### src/rtl/pts_pkg.sv
//==========================================================================
// Overview of operation
// - Low LSB buffers; reads committed low byte
// - MSB write commits staged LSB plus MSB
// - MSB read returns committed bits 15:8
// - Mode 100 drives sample-ready onto event pin
// - Mode 010 drives comparator onto event pin
// - Mode 001 drives wake-up onto event pin
// - Mode 000 disables pin; others reserved
// - Power bit resets zero, standby
// - Flags read-only, low nibble meaningless
// - Bit 7 set when oscillator stopped
// - Bit 6 low when new result waits
// - Bit 5 low when wake-up triggered
// - Bit 4: 0 above high, 1 below low
// - Proximity LSB returns latched result byte
// - Results latch only at proximity-LSB read
// - Proximity MSB readable at next offset
//==========================================================================
package pts_pkg;

  //========================================================================
  // Widths
  localparam int ADDR_W = 7;
  localparam int DATA_W = 8;
  localparam int RES_W  = 16;

  //========================================================================
  // Register offsets
  localparam logic [6:0] OFS_LOW_LSB  = 7'h08;
  localparam logic [6:0] OFS_LOW_MSB  = 7'h09;
  localparam logic [6:0] OFS_EVT_CFG  = 7'h0a;
  localparam logic [6:0] OFS_PWR_CFG  = 7'h0b;
  localparam logic [6:0] OFS_FLAGS    = 7'h20;
  localparam logic [6:0] OFS_PROX_LSB = 7'h21;
  localparam logic [6:0] OFS_PROX_MSB = 7'h22;

  //========================================================================
  // Event pin source codes
  localparam logic [2:0] MODE_OFF  = 3'h0;
  localparam logic [2:0] MODE_WAKE = 3'h1;
  localparam logic [2:0] MODE_CMP  = 3'h2;
  localparam logic [2:0] MODE_RDY  = 3'h4;

  //========================================================================
  // Field positions
  localparam int FLG_OSC_BIT  = 7;
  localparam int FLG_RDY_BIT  = 6;
  localparam int FLG_WAKE_BIT = 5;
  localparam int FLG_CMP_BIT  = 4;
  localparam int PWR_SEL_BIT  = 0;
  localparam logic [3:0] FLG_LOW_NIBBLE = 4'h0;

  //========================================================================
  // Reset values
  localparam logic [15:0] LOW_THR_RST = 16'h0000;
  localparam logic [7:0]  STAGE_RST   = 8'h00;
  localparam logic [2:0]  EVT_CFG_RST = 3'h0;
  localparam logic        PWR_RST     = 1'h0;
  localparam logic [7:0]  UNMAPPED_RD = 8'h00;

  //========================================================================
  // Serial frame layout
  localparam logic [4:0] FRAME_BITS   = 5'h10;
  localparam logic [4:0] HDR_LAST_BIT = 5'h07;
  localparam logic [4:0] DAT_LAST_BIT = 5'h0f;
  localparam logic [4:0] DAT_FIRST    = 5'h08;
  localparam logic [2:0] PIN_IDLE     = 3'h1;

endpackage : pts_pkg

### src/rtl/pts_acc_if.sv
//==========================================================================
// Register access between serial front end and register core
interface pts_acc_if;
  logic       wr_stb;    // Write pulse
  logic       rd_start;  // Read start pulse
  logic [6:0] addr;      // Register offset
  logic [7:0] wdata;     // Write byte
  logic [7:0] rdata;     // Read byte, valid one cycle after rd_start
  modport front (output wr_stb, output rd_start, output addr,
                 output wdata, input rdata);
  modport core  (input wr_stb, input rd_start, input addr,
                 input wdata, output rdata);
endinterface : pts_acc_if

### src/rtl/pts_regs.sv
//==========================================================================
// Proximity threshold and status register bank
module pts_regs (
  input  wire logic        clk_sys,          // System clock
  input  wire logic        rst,              // Sync reset
  input  wire logic        spi_sclk,         // Serial clock pin
  input  wire logic        spi_csb_n,        // Chip select pin, low
  input  wire logic        spi_sdi,          // Serial data in pin
  output logic             spi_sdo,          // Serial data out pin
  output logic             spi_sdo_oe,       // Data out enable
  input  wire logic [15:0] conv_result,      // New proximity result
  input  wire logic        conv_done,        // Result valid pulse
  input  wire logic        osc_stopped,      // Oscillator stopped
  input  wire logic [15:0] high_threshold,   // Committed high threshold
  output logic             event_out_low,    // Event pin, low active
  output logic             power_state_sel,  // 1 active, 0 standby
  output logic [15:0]      lower_trip_level  // Committed low threshold
);

  typedef struct packed {
    logic [15:0] low_thr;
    logic [7:0]  low_stage;
    logic [2:0]  evt_mode;
    logic        pwr;
    logic [15:0] pend_val;
    logic        pend_ok;
    logic [15:0] latched;
    logic        comp;
    logic        wake_n;
    logic        oscillator_fault_flag;
    logic [7:0]  rdata;
    logic        event_out_low;
    logic        sdo;
    logic        sdo_oe;
  } pts_regs_t;

  pts_regs_t  q_reg;
  pts_regs_t  q_next;
  logic [2:0] pin_filt;
  logic       sdo_bit;
  logic [7:0] flags;
  pts_acc_if  acc ();

  //========================================================================
  // Pin synchroniser, select idles high
  pts_sync #(
    .W       (3),
    .RST_VAL (pts_pkg::PIN_IDLE)
  ) u_sync (
    .clk_sys  (clk_sys),
    .rst      (rst),
    .pin_raw  ({spi_sdi, spi_sclk, spi_csb_n}),
    .pin_filt (pin_filt)
  );

  // Serial front end
  pts_spi u_spi (
    .clk_sys (clk_sys),
    .rst     (rst),
    .sclk    (pin_filt[1]),
    .csb_n   (pin_filt[0]),
    .sdi     (pin_filt[2]),
    .sdo_bit (sdo_bit),
    .acc     (acc.front)
  );

  // Matches a decoded access against one offset
  function automatic logic hit(input logic stb, input logic [6:0] a,
                               input logic [6:0] ofs);
    hit = stb && (a == ofs);
  endfunction

  //========================================================================
  // Read-only flags byte, low nibble fixed
  // flags byte layout
  always_comb begin
    flags                        = {4'h0, pts_pkg::FLG_LOW_NIBBLE};
    flags[pts_pkg::FLG_OSC_BIT]  = q_reg.oscillator_fault_flag;
    flags[pts_pkg::FLG_RDY_BIT]  = ~q_reg.pend_ok;
    flags[pts_pkg::FLG_WAKE_BIT] = q_reg.wake_n;
    flags[pts_pkg::FLG_CMP_BIT]  = q_reg.comp;
  end

  //========================================================================
  // Register core next state
  always_comb begin
    q_next                       = q_reg;
    q_next.oscillator_fault_flag = osc_stopped;
    q_next.sdo                   = sdo_bit;
    q_next.sdo_oe                = ~pin_filt[0];

    if (hit(acc.wr_stb, acc.addr, pts_pkg::OFS_LOW_LSB)) begin
      q_next.low_stage = acc.wdata;
    end
    if (hit(acc.wr_stb, acc.addr, pts_pkg::OFS_LOW_MSB)) begin
      q_next.low_thr = {acc.wdata, q_reg.low_stage};
    end
    if (hit(acc.wr_stb, acc.addr, pts_pkg::OFS_EVT_CFG)) begin
      q_next.evt_mode = acc.wdata[2:0];
    end
    if (hit(acc.wr_stb, acc.addr, pts_pkg::OFS_PWR_CFG)) begin
      q_next.pwr = acc.wdata[pts_pkg::PWR_SEL_BIT];
    end

    // Read data mux
    if (acc.rd_start) begin
      unique case (acc.addr)
        pts_pkg::OFS_LOW_LSB:  q_next.rdata = q_reg.low_thr[7:0];
        pts_pkg::OFS_LOW_MSB:  q_next.rdata = q_reg.low_thr[15:8];
        pts_pkg::OFS_EVT_CFG:  q_next.rdata = {5'h00, q_reg.evt_mode};
        pts_pkg::OFS_PWR_CFG:  q_next.rdata = {7'h00, q_reg.pwr};
        pts_pkg::OFS_FLAGS:    q_next.rdata = flags;
        pts_pkg::OFS_PROX_LSB: q_next.rdata = q_reg.pend_val[7:0];
        pts_pkg::OFS_PROX_MSB: q_next.rdata = q_reg.latched[15:8];
        default:               q_next.rdata = pts_pkg::UNMAPPED_RD;
      endcase
    end

    if (hit(acc.rd_start, acc.addr, pts_pkg::OFS_PROX_LSB)) begin
      q_next.latched = q_reg.pend_val;
      q_next.pend_ok = 1'b0;
    end

    // New conversion; its set beats the read clear
    if (conv_done) begin
      q_next.pend_val = conv_result;
      q_next.pend_ok  = 1'b1;
      if (conv_result > high_threshold) begin
        q_next.comp = 1'b0;
      end else if (conv_result < q_reg.low_thr) begin
        q_next.comp = 1'b1;
      end
      q_next.wake_n = ~(conv_result > high_threshold);
    end
    if (q_reg.evt_mode != pts_pkg::MODE_WAKE) begin
      q_next.wake_n = 1'b1;
    end

    // Event pin source select
    unique case (q_reg.evt_mode)
      pts_pkg::MODE_RDY:  q_next.event_out_low = ~q_reg.pend_ok;
      pts_pkg::MODE_CMP:  q_next.event_out_low = q_reg.comp;
      pts_pkg::MODE_WAKE: q_next.event_out_low = q_reg.wake_n;
      default:            q_next.event_out_low = 1'b1;
    endcase
  end

  //========================================================================
  // State register
  always_ff @(posedge clk_sys) begin
    if (rst) begin
      q_reg               <= '0;
      q_reg.low_thr       <= pts_pkg::LOW_THR_RST;
      q_reg.low_stage     <= pts_pkg::STAGE_RST;
      q_reg.evt_mode      <= pts_pkg::EVT_CFG_RST;
      q_reg.pwr           <= pts_pkg::PWR_RST;
      q_reg.comp          <= 1'b1;
      q_reg.wake_n        <= 1'b1;
      q_reg.event_out_low <= 1'b1;
    end else begin
      q_reg <= q_next;
    end
  end

  assign acc.rdata        = q_reg.rdata;
  assign spi_sdo          = q_reg.sdo;
  assign spi_sdo_oe       = q_reg.sdo_oe;
  assign event_out_low    = q_reg.event_out_low;
  assign power_state_sel  = q_reg.pwr;
  assign lower_trip_level = q_reg.low_thr;
endmodule // pts_regs

### src/rtl/pts_spi.sv
//==========================================================================
// Serial peripheral front end, mode 0, 16-bit frames
module pts_spi (
  input  wire logic clk_sys,         // System clock
  input  wire logic rst,             // Sync reset
  input  wire logic sclk,            // Filtered serial clock
  input  wire logic csb_n,           // Filtered chip select, low active
  input  wire logic sdi,             // Filtered serial data in
  output logic      sdo_bit,         // Serial data out bit
  pts_acc_if.front  acc              // Register access
);

  typedef struct packed {
    logic       sclk_d;
    logic [4:0] cnt;
    logic [7:0] rx;
    logic       is_rd;
    logic [6:0] addr;
    logic [7:0] wdata;
    logic [7:0] tx;
    logic [1:0] load_pend;
    logic       sdo;
    logic       wr_stb;
    logic       rd_start;
  } pts_spi_t;

  pts_spi_t q_reg;
  pts_spi_t q_next;
  logic     rise;
  logic     fall;

  // Serial clock edges
  assign rise = sclk & ~q_reg.sclk_d;
  assign fall = ~sclk & q_reg.sclk_d;

  //========================================================================
  // Frame: read flag, 7-bit offset, 8 data bits, MSB first
  always_comb begin
    q_next           = q_reg;
    q_next.sclk_d    = sclk;
    q_next.wr_stb    = 1'b0;
    q_next.rd_start  = 1'b0;
    q_next.load_pend = {q_reg.load_pend[0], 1'b0};
    if (csb_n) begin
      q_next.cnt       = 5'h00;
      q_next.load_pend = 2'h0;
    end else begin
      // Read byte arrives two cycles after the header
      if (q_reg.load_pend[1]) begin
        q_next.tx = acc.rdata;
      end
      if (rise && (q_reg.cnt < pts_pkg::FRAME_BITS)) begin
        q_next.rx  = {q_reg.rx[6:0], sdi};
        q_next.cnt = q_reg.cnt + 5'h01;
        if (q_reg.cnt == pts_pkg::HDR_LAST_BIT) begin
          q_next.is_rd = q_reg.rx[6];
          q_next.addr  = {q_reg.rx[5:0], sdi};
          q_next.tx    = 8'h00;
          if (q_reg.rx[6]) begin
            q_next.rd_start  = 1'b1;
            q_next.load_pend = 2'h1;
          end
        end
        if ((q_reg.cnt == pts_pkg::DAT_LAST_BIT) && !q_reg.is_rd) begin
          q_next.wdata  = {q_reg.rx[6:0], sdi};
          q_next.wr_stb = 1'b1;
        end
      end
      // Shift out on falling edges of the data phase
      if (fall && (q_reg.cnt >= pts_pkg::DAT_FIRST) &&
          (q_reg.cnt < pts_pkg::FRAME_BITS)) begin
        q_next.sdo = q_reg.tx[7];
        q_next.tx  = {q_reg.tx[6:0], 1'b0};
      end
    end
  end

  // State register
  always_ff @(posedge clk_sys) begin
    if (rst) begin
      q_reg <= '0;
    end else begin
      q_reg <= q_next;
    end
  end

  assign acc.wr_stb   = q_reg.wr_stb;
  assign acc.rd_start = q_reg.rd_start;
  assign acc.addr     = q_reg.addr;
  assign acc.wdata    = q_reg.wdata;
  assign sdo_bit      = q_reg.sdo;

endmodule // pts_spi

### src/rtl/pts_sync.sv
//==========================================================================
// Three-stage pin synchroniser with agreement filter
module pts_sync #(
  parameter int         W       = 3,
  parameter logic [2:0] RST_VAL = 3'h0
) (
  input  wire logic         clk_sys,  // System clock
  input  wire logic         rst,      // Sync reset
  input  wire logic [W-1:0] pin_raw,  // Asynchronous pins
  output logic      [W-1:0] pin_filt  // Filtered levels
);

  typedef struct packed {
    logic [W-1:0] s1;
    logic [W-1:0] s2;
    logic [W-1:0] s3;
    logic [W-1:0] filt;
  } pts_sync_t;

  pts_sync_t q_reg;
  pts_sync_t q_next;

  //========================================================================
  // Filter takes a level once stages two and three agree
  always_comb begin
    q_next      = q_reg;
    q_next.s1   = pin_raw;
    q_next.s2   = q_reg.s1;
    q_next.s3   = q_reg.s2;
    q_next.filt = (q_reg.s2 & q_reg.s3) |
                  (q_reg.filt & (q_reg.s2 ^ q_reg.s3));
  end

  // State register
  always_ff @(posedge clk_sys) begin
    if (rst) begin
      q_reg <= {4{RST_VAL[W-1:0]}};
    end else begin
      q_reg <= q_next;
    end
  end

  assign pin_filt = q_reg.filt;

endmodule // pts_sync
### config.mk
export PLATFORM = sky130hd
export DESIGN_NAME = pts_regs
export DESIGN_NICKNAME = d
export VERILOG_FILES = /design/src/rtl/pts_pkg.sv /design/src/rtl/pts_acc_if.sv /design/src/rtl/pts_regs.sv /design/src/rtl/pts_spi.sv /design/src/rtl/pts_sync.sv
export SDC_FILE = /design/constraint.sdc
export NUM_CORES = 1
export LEC_CHECK = 0
export ABC_AREA = 1
export BUFFER_PORTS_ARGS = -buffer_cell sky130_fd_sc_hd__buf_4
export CORE_MARGIN = 2
export CORE_UTILIZATION = 55
export DETAILED_ROUTE_END_ITERATION = 8
export PLACE_DENSITY = 0.81
export SLEW_MARGIN = 0
export SYNTH_ARGS = -nofsm -noshare
export SYNTH_HDL_FRONTEND = slang
export SYNTH_SLANG_ARGS = --single-unit
### constraint.sdc
create_clock -name clk_sys -period 1.6 [get_ports clk_sys]
set_input_delay 0.32 -clock clk_sys [delete_from_list [all_inputs] [get_ports clk_sys]]
set_output_delay 0.32 -clock clk_sys [all_outputs]
set_load 0.01 [all_outputs]
Word level (Yosys, flattened, before mapping)
Index checks and enable logic that the tools add are counted.

Register bits after elaboration: 129. Input bits: 39. Output and inout port bits: 20. Word-level logic and storage cells: 95.

Add/sub/neg operators: 1. $lt $le $gt $ge: 4. Equal/unequal tests: 13. Multiplexer cells: 13. Bitwise operators: 13. Reductions and logical operators: 21.

Operators by type and width (count): $pmux 8 s7 (1); $eq 7x4->1 const B (4); $eq 7x6->1 const B (3); $mux 10 (2); $mux 17 (1); $gt 16x16->1 (1); $lt 16x16->1 (1); $mux 8 (2); $logic_and 1x1->1 (9); $not 1->1 (7); $and 3x3->3 (2); $reduce_and 2->1 (3); $reduce_and 3->1 (2); $add 5x1->5 const B (1); $eq 5x3->1 const B (1); $eq 5x4->1 const B (1); $ge 5x4->1 const B (1); $lt 5x5->1 const B (1); $mux 1 (5); $reduce_bool 2->1 (2); $reduce_or 2->1 (2); $reduce_or 4->1 (1); $eq 3x1->1 const B (1); $eq 3x2->1 const B (1); other kinds (9) (10).

Logic depth before layout (Yosys ltp)
Word-level depth: 5. Mapped depth: 13. Depth with buffers taken out: 13.

By module
Synthesis repeated with hierarchy kept, for this count alone.

Cells, all modules: 835. Area total of the unflattened synthesis: 6083.3 um2.

By module, submodules not included: pts_regs (times used 1, cells an instance 510, area each 3707.3 um2, sequential area each 1341.3 um2); pts_spi (times used 1, cells an instance 282, area each 1964.4 um2, sequential area each 820.8 um2); pts_sync (times used 1, cells an instance 43, area each 411.6 um2, sequential area each 240.2 um2).

Worst setup path before layout
No wires, ideal clock.

Path kind: flip-flop to flip-flop. Start point: register u_spi.q_reg[37] (netlist name). End point: register u_spi.q_reg (netlist bit u_spi.acc.wdata[0]). Library setup time: 0.059 ns. Data arrival time: 1.390 ns. Required time: 1.541 ns. Setup slack: 0.151 ns. Stages on the path, launching flop included: 11. Buffers on the path: 0. Period minus slack after synthesis: 1.449 ns. Path through: dfxtp_1 > ha_1 > nand2_1 > nor2_1 > ha_1 > inv_1 > nor2_1 > nand2_4 > nor2_4 > nand2_1 > nand2_1.

Word-level cells in the longest chain between the ends: 3. Elaborated cells on any way between the ends: 5. Those cells by class: order compare (1); eq/ne (1); reduce/logical (3).

RTL lines: start, declared (RTL line pts_spi.sv:27) `pts_spi_t q_reg;`; start signal, assigned (RTL line pts_spi.sv:83) `q_reg <= q_next;`; $lt 5x5->1 / $eq 5x4->1 (equally long branches) (RTL line pts_spi.sv:52, pts_spi.sv:64); $logic_and 1x1->1, on equally long branches (RTL line pts_spi.sv:52, pts_spi.sv:64); $reduce_and 3->1 (no source line) (*).

Mark *: on every way between the ends. The rest lies on a longest branch, timed or not. A chain may end at the register's enable or synchronous reset.

Worst setup path after layout
Start point: register q_reg (netlist bit lower_trip_level[15]). End point: register q_reg (netlist bit flags[4]).

Word-level cells in the longest chain between the ends: 3.

RTL lines: start, declared (RTL line pts_regs.sv:37) `pts_regs_t q_reg;`; start signal, assigned (RTL line pts_regs.sv:161) `q_reg <= q_next;`; $lt 16x16->1 (RTL line pts_regs.sv:130) `end else if (conv_result < q_reg.low_thr) begin`; $reduce_bool 2->1 (no source line); $reduce_and 2->1 (no source line).

Every way passes these cells.

==> reports/metrics.csv <==
metric,value,unit
Hold Path Class,primary input to flop,
Synth area leaders,"dfxtp_1 42%, ha_1 7.9%, nand2_1 6.6%",
Critical Path AT,1.94,ns
clk buf depth,2,
Starting Density,56.0,%
GPL Wtd Cong,0.940,
Syn Area/Cell,7.68,µm²
GR Util All Layers,26.1,%
hold endpoint,u_sync.q_next[7],
Comb pwr share,5.9,%
headroom to the max-slew limit,67.1,%
# rows,37,
grt total ovfl,0,
final period utilization,95.3,%
switching power,0.00174,W
Ant. Diodes,0,
initial DRC count,330,
die area,0.0112,mm²
Finish-stage setup viols,0,
first-pass GRT wire length,23.0,mm
fmax,656,MHz
HP Start,spi_sclk,
clk root buf,clkbuf_8,
Core ar.,0.0102,mm²
share of Yosys cell area claimed by the top area cell type,42.1,%
most frequent cells in the layout,"117 x dfxtp_1, 97 x nand2_1, 92 x nor2_1, 77 x inv_1, 74 x buf_4",
number of global-route vias before repair,4873,
die height,106,µm
hold slack final,0.00781,ns
Post-Route WL,14.2,mm
number of synthesized register bits,120,
Via Count,5158,
Crit Path Category,flop to flop,
VDD IR max,0.865,mV
First-pass DRT Iterations,6,
Slew @ Worst Pin,0.493,ns
HPWL after detailed placement,10.1,mm
status,finished clean,
Nets,872,
I/O Buffers,58,
ys async rst share,0,%
placed instance count,909,
share of layout cells above drive strength 1,19.6,%
PD cells,1010,mW/mm²
Final Instance Count excl. Fillers,946,
CTS tree,yes,
DR DRC count,0,
syn_nets,817,
Fillers,809,
Syn Inst Count,742,
ys flop type,dfxtp_1,
die extent in x,106,µm
Synth area leader,dfxtp_1,
Final ANT Viol Nets,0,
Reg2Reg Setup Slack,0.07,ns
"Slew Viols, Final",0,
synth unique cells,41,
CTS clock-pin slew for the worst setup and hold paths,0.06,ns
Crit. End Element,flop,
WP data required,2.01,ns
CP Max Fanout,3,
CTS Buf Count,17,
Hold Path Stages,3,
number of I/O pins,59,
Post-synth EDFFs,0,
Avg Vias per Cell,5.45,
Static Leak,2.96,nW
Final min period,1.53,ns
Syn Std Cell Area,0.00570,mm²
Largest register FFs,36,
sequential share of power,44.4,%
final hold violation count,0,
register area share after synthesis,42.1,%
R2R Path Start,lower_trip_level[15],
initial antenna violation count,0,
internal power,0.00515,W
Sw Share,25.2,%
clock power share,49.7,%
largest net degree at the start of global routing,55,
yosys warns,0,
worst-case clock skew,0.0116,ns
"commonest non-fill, non-tap cell in the layout",dfxtp_1,
RR Endpoint,flags[4],
crit start category,flop,
Sink Count,120,
average wire per standard cell,15.0,µm
insertion delay to the later sink of the worst-skew pair,0.53,ns
R2R cell count,9,
H-tree Lvls,4,
Area Growth Syn to Fin,19.5,%
Max Cap Viol,0,
==> logic make-up after synthesis <==
kind of cell	Yosys count	synth area share, %
AO/OA/AOI/OAI	177	17.3
buffers and inverters	131	10.3
AND/OR/NAND/NOR	273	21.5
XOR/XNOR	1	0.154
adder cells (fa/ha/maj)	36	7.90
flip-flops	120	42.1
multiplexers	4	0.702
==> worst max-delay path by stage <==
stage	cells after the start	to	slack, ns	from
6_report	9	flags[4]	0.07	lower_trip_level[15]
5_1_grt	10	u_spi.acc.wdata[3]	-0.04	u_spi.q_reg[37]
4_1_cts	10	u_spi.acc.wdata[6]	0.004	u_spi.q_reg[37]
3_5_place_dp	10	u_spi.acc.wdata[0]	-0.03	u_spi.q_reg[37]
3_3_place_gp	10	u_spi.acc.wdata[3]	0.07	u_spi.q_reg[37]
2_1_floorplan	10	u_spi.acc.wdata[0]	0.15	u_spi.q_reg[37]
==> worst max-delay path, stage by stage, from the launching register on <==
cell,delay (ns)
dfxtp_1,0.33
inv_1,0.08
ha_1,0.32
nand2_1,0.11
nor4_2,0.29
nand2_1,0.08
nand2_1,0.06
nand2_1,0.05
nand2_1,0.05
nand2_1,0.04
==> final cells by class <==
| type | instances | area (µm²) | area share, % |
|---|---|---|---|
| multi-input cells | 491 | 2760 | 40.5 |
| flip-flops and latches | 120 | 2410 | 35.3 |
| repair buffers | 78 | 606 | 8.89 |
| clock buffers | 18 | 418 | 6.14 |
| inverters | 89 | 339 | 4.98 |
| well taps | 136 | 170 | 2.50 |
| clock inverters | 14 | 114 | 1.67 |
==> power by group through the flow <==
stage | Sequential (W) | Combinational (W) | Clock, W
floorplan | 0.00311 | 0.000229 | 0
global placement | 0.00312 | 0.000369 | 0
detailed placement | 0.00312 | 0.000388 | 0
CTS | 0.00306 | 0.000399 | 0.00343
global route | 0.00306 | 0.000456 | 0.00358
finish | 0.00306 | 0.000405 | 0.00342
==> what timing repair did <==
action	CTS	global route
cloned	0	0
hold buffers	3	0
setup endpoints to repair	7	44
endpoints found under the hold margin	3	0
gates resized for setup	1	19
pin swaps	0	2
setup buffers	0	2
==> per-layer routing <==
layer  vias to the layer above  share of wire, %  track usage [%]
li1                       2542                 -                -
met1                      2361                43             32.5
met2                       213                48             43.3
met3                        42               6.2             5.44
met4                         0               3.4             11.8
met5                         -                 0                0
==> metrics by stage <==
step / power [W] / cell area (µm²) / util (%) / setup slack, ns / TNS [ns]
global placement: 0.00349 / 6180 / 60.7 / 0.0673 / 0
detailed placement: 0.00351 / 6180 / 60.7 / -0.0325 / -0.129
CTS: 0.00689 / 6740 / 66.2 / 0.00407 / 0
finish: 0.00689 / 6810 / 66.9 / 0.0745 / 0
floorplan: 0.00334 / 5700 / - / 0.151 / 0
global route: 0.00710 / 6810 / 66.9 / -0.0382 / -0.0408
==> cells in the mapped netlist, drive strengths merged, types with 4 or more instances <==
cell type,instances
nor3,6
o22ai,6
ha,36
a21oi,74
a211oi,8
buf,30
a22oi,4
mux2i,4
or2,4
nor2,101
o21ai,77
nand2,110
inv,88
dfxtp,120
nand3,47
clkbuf,12
(Power assumes the default switching activity.)
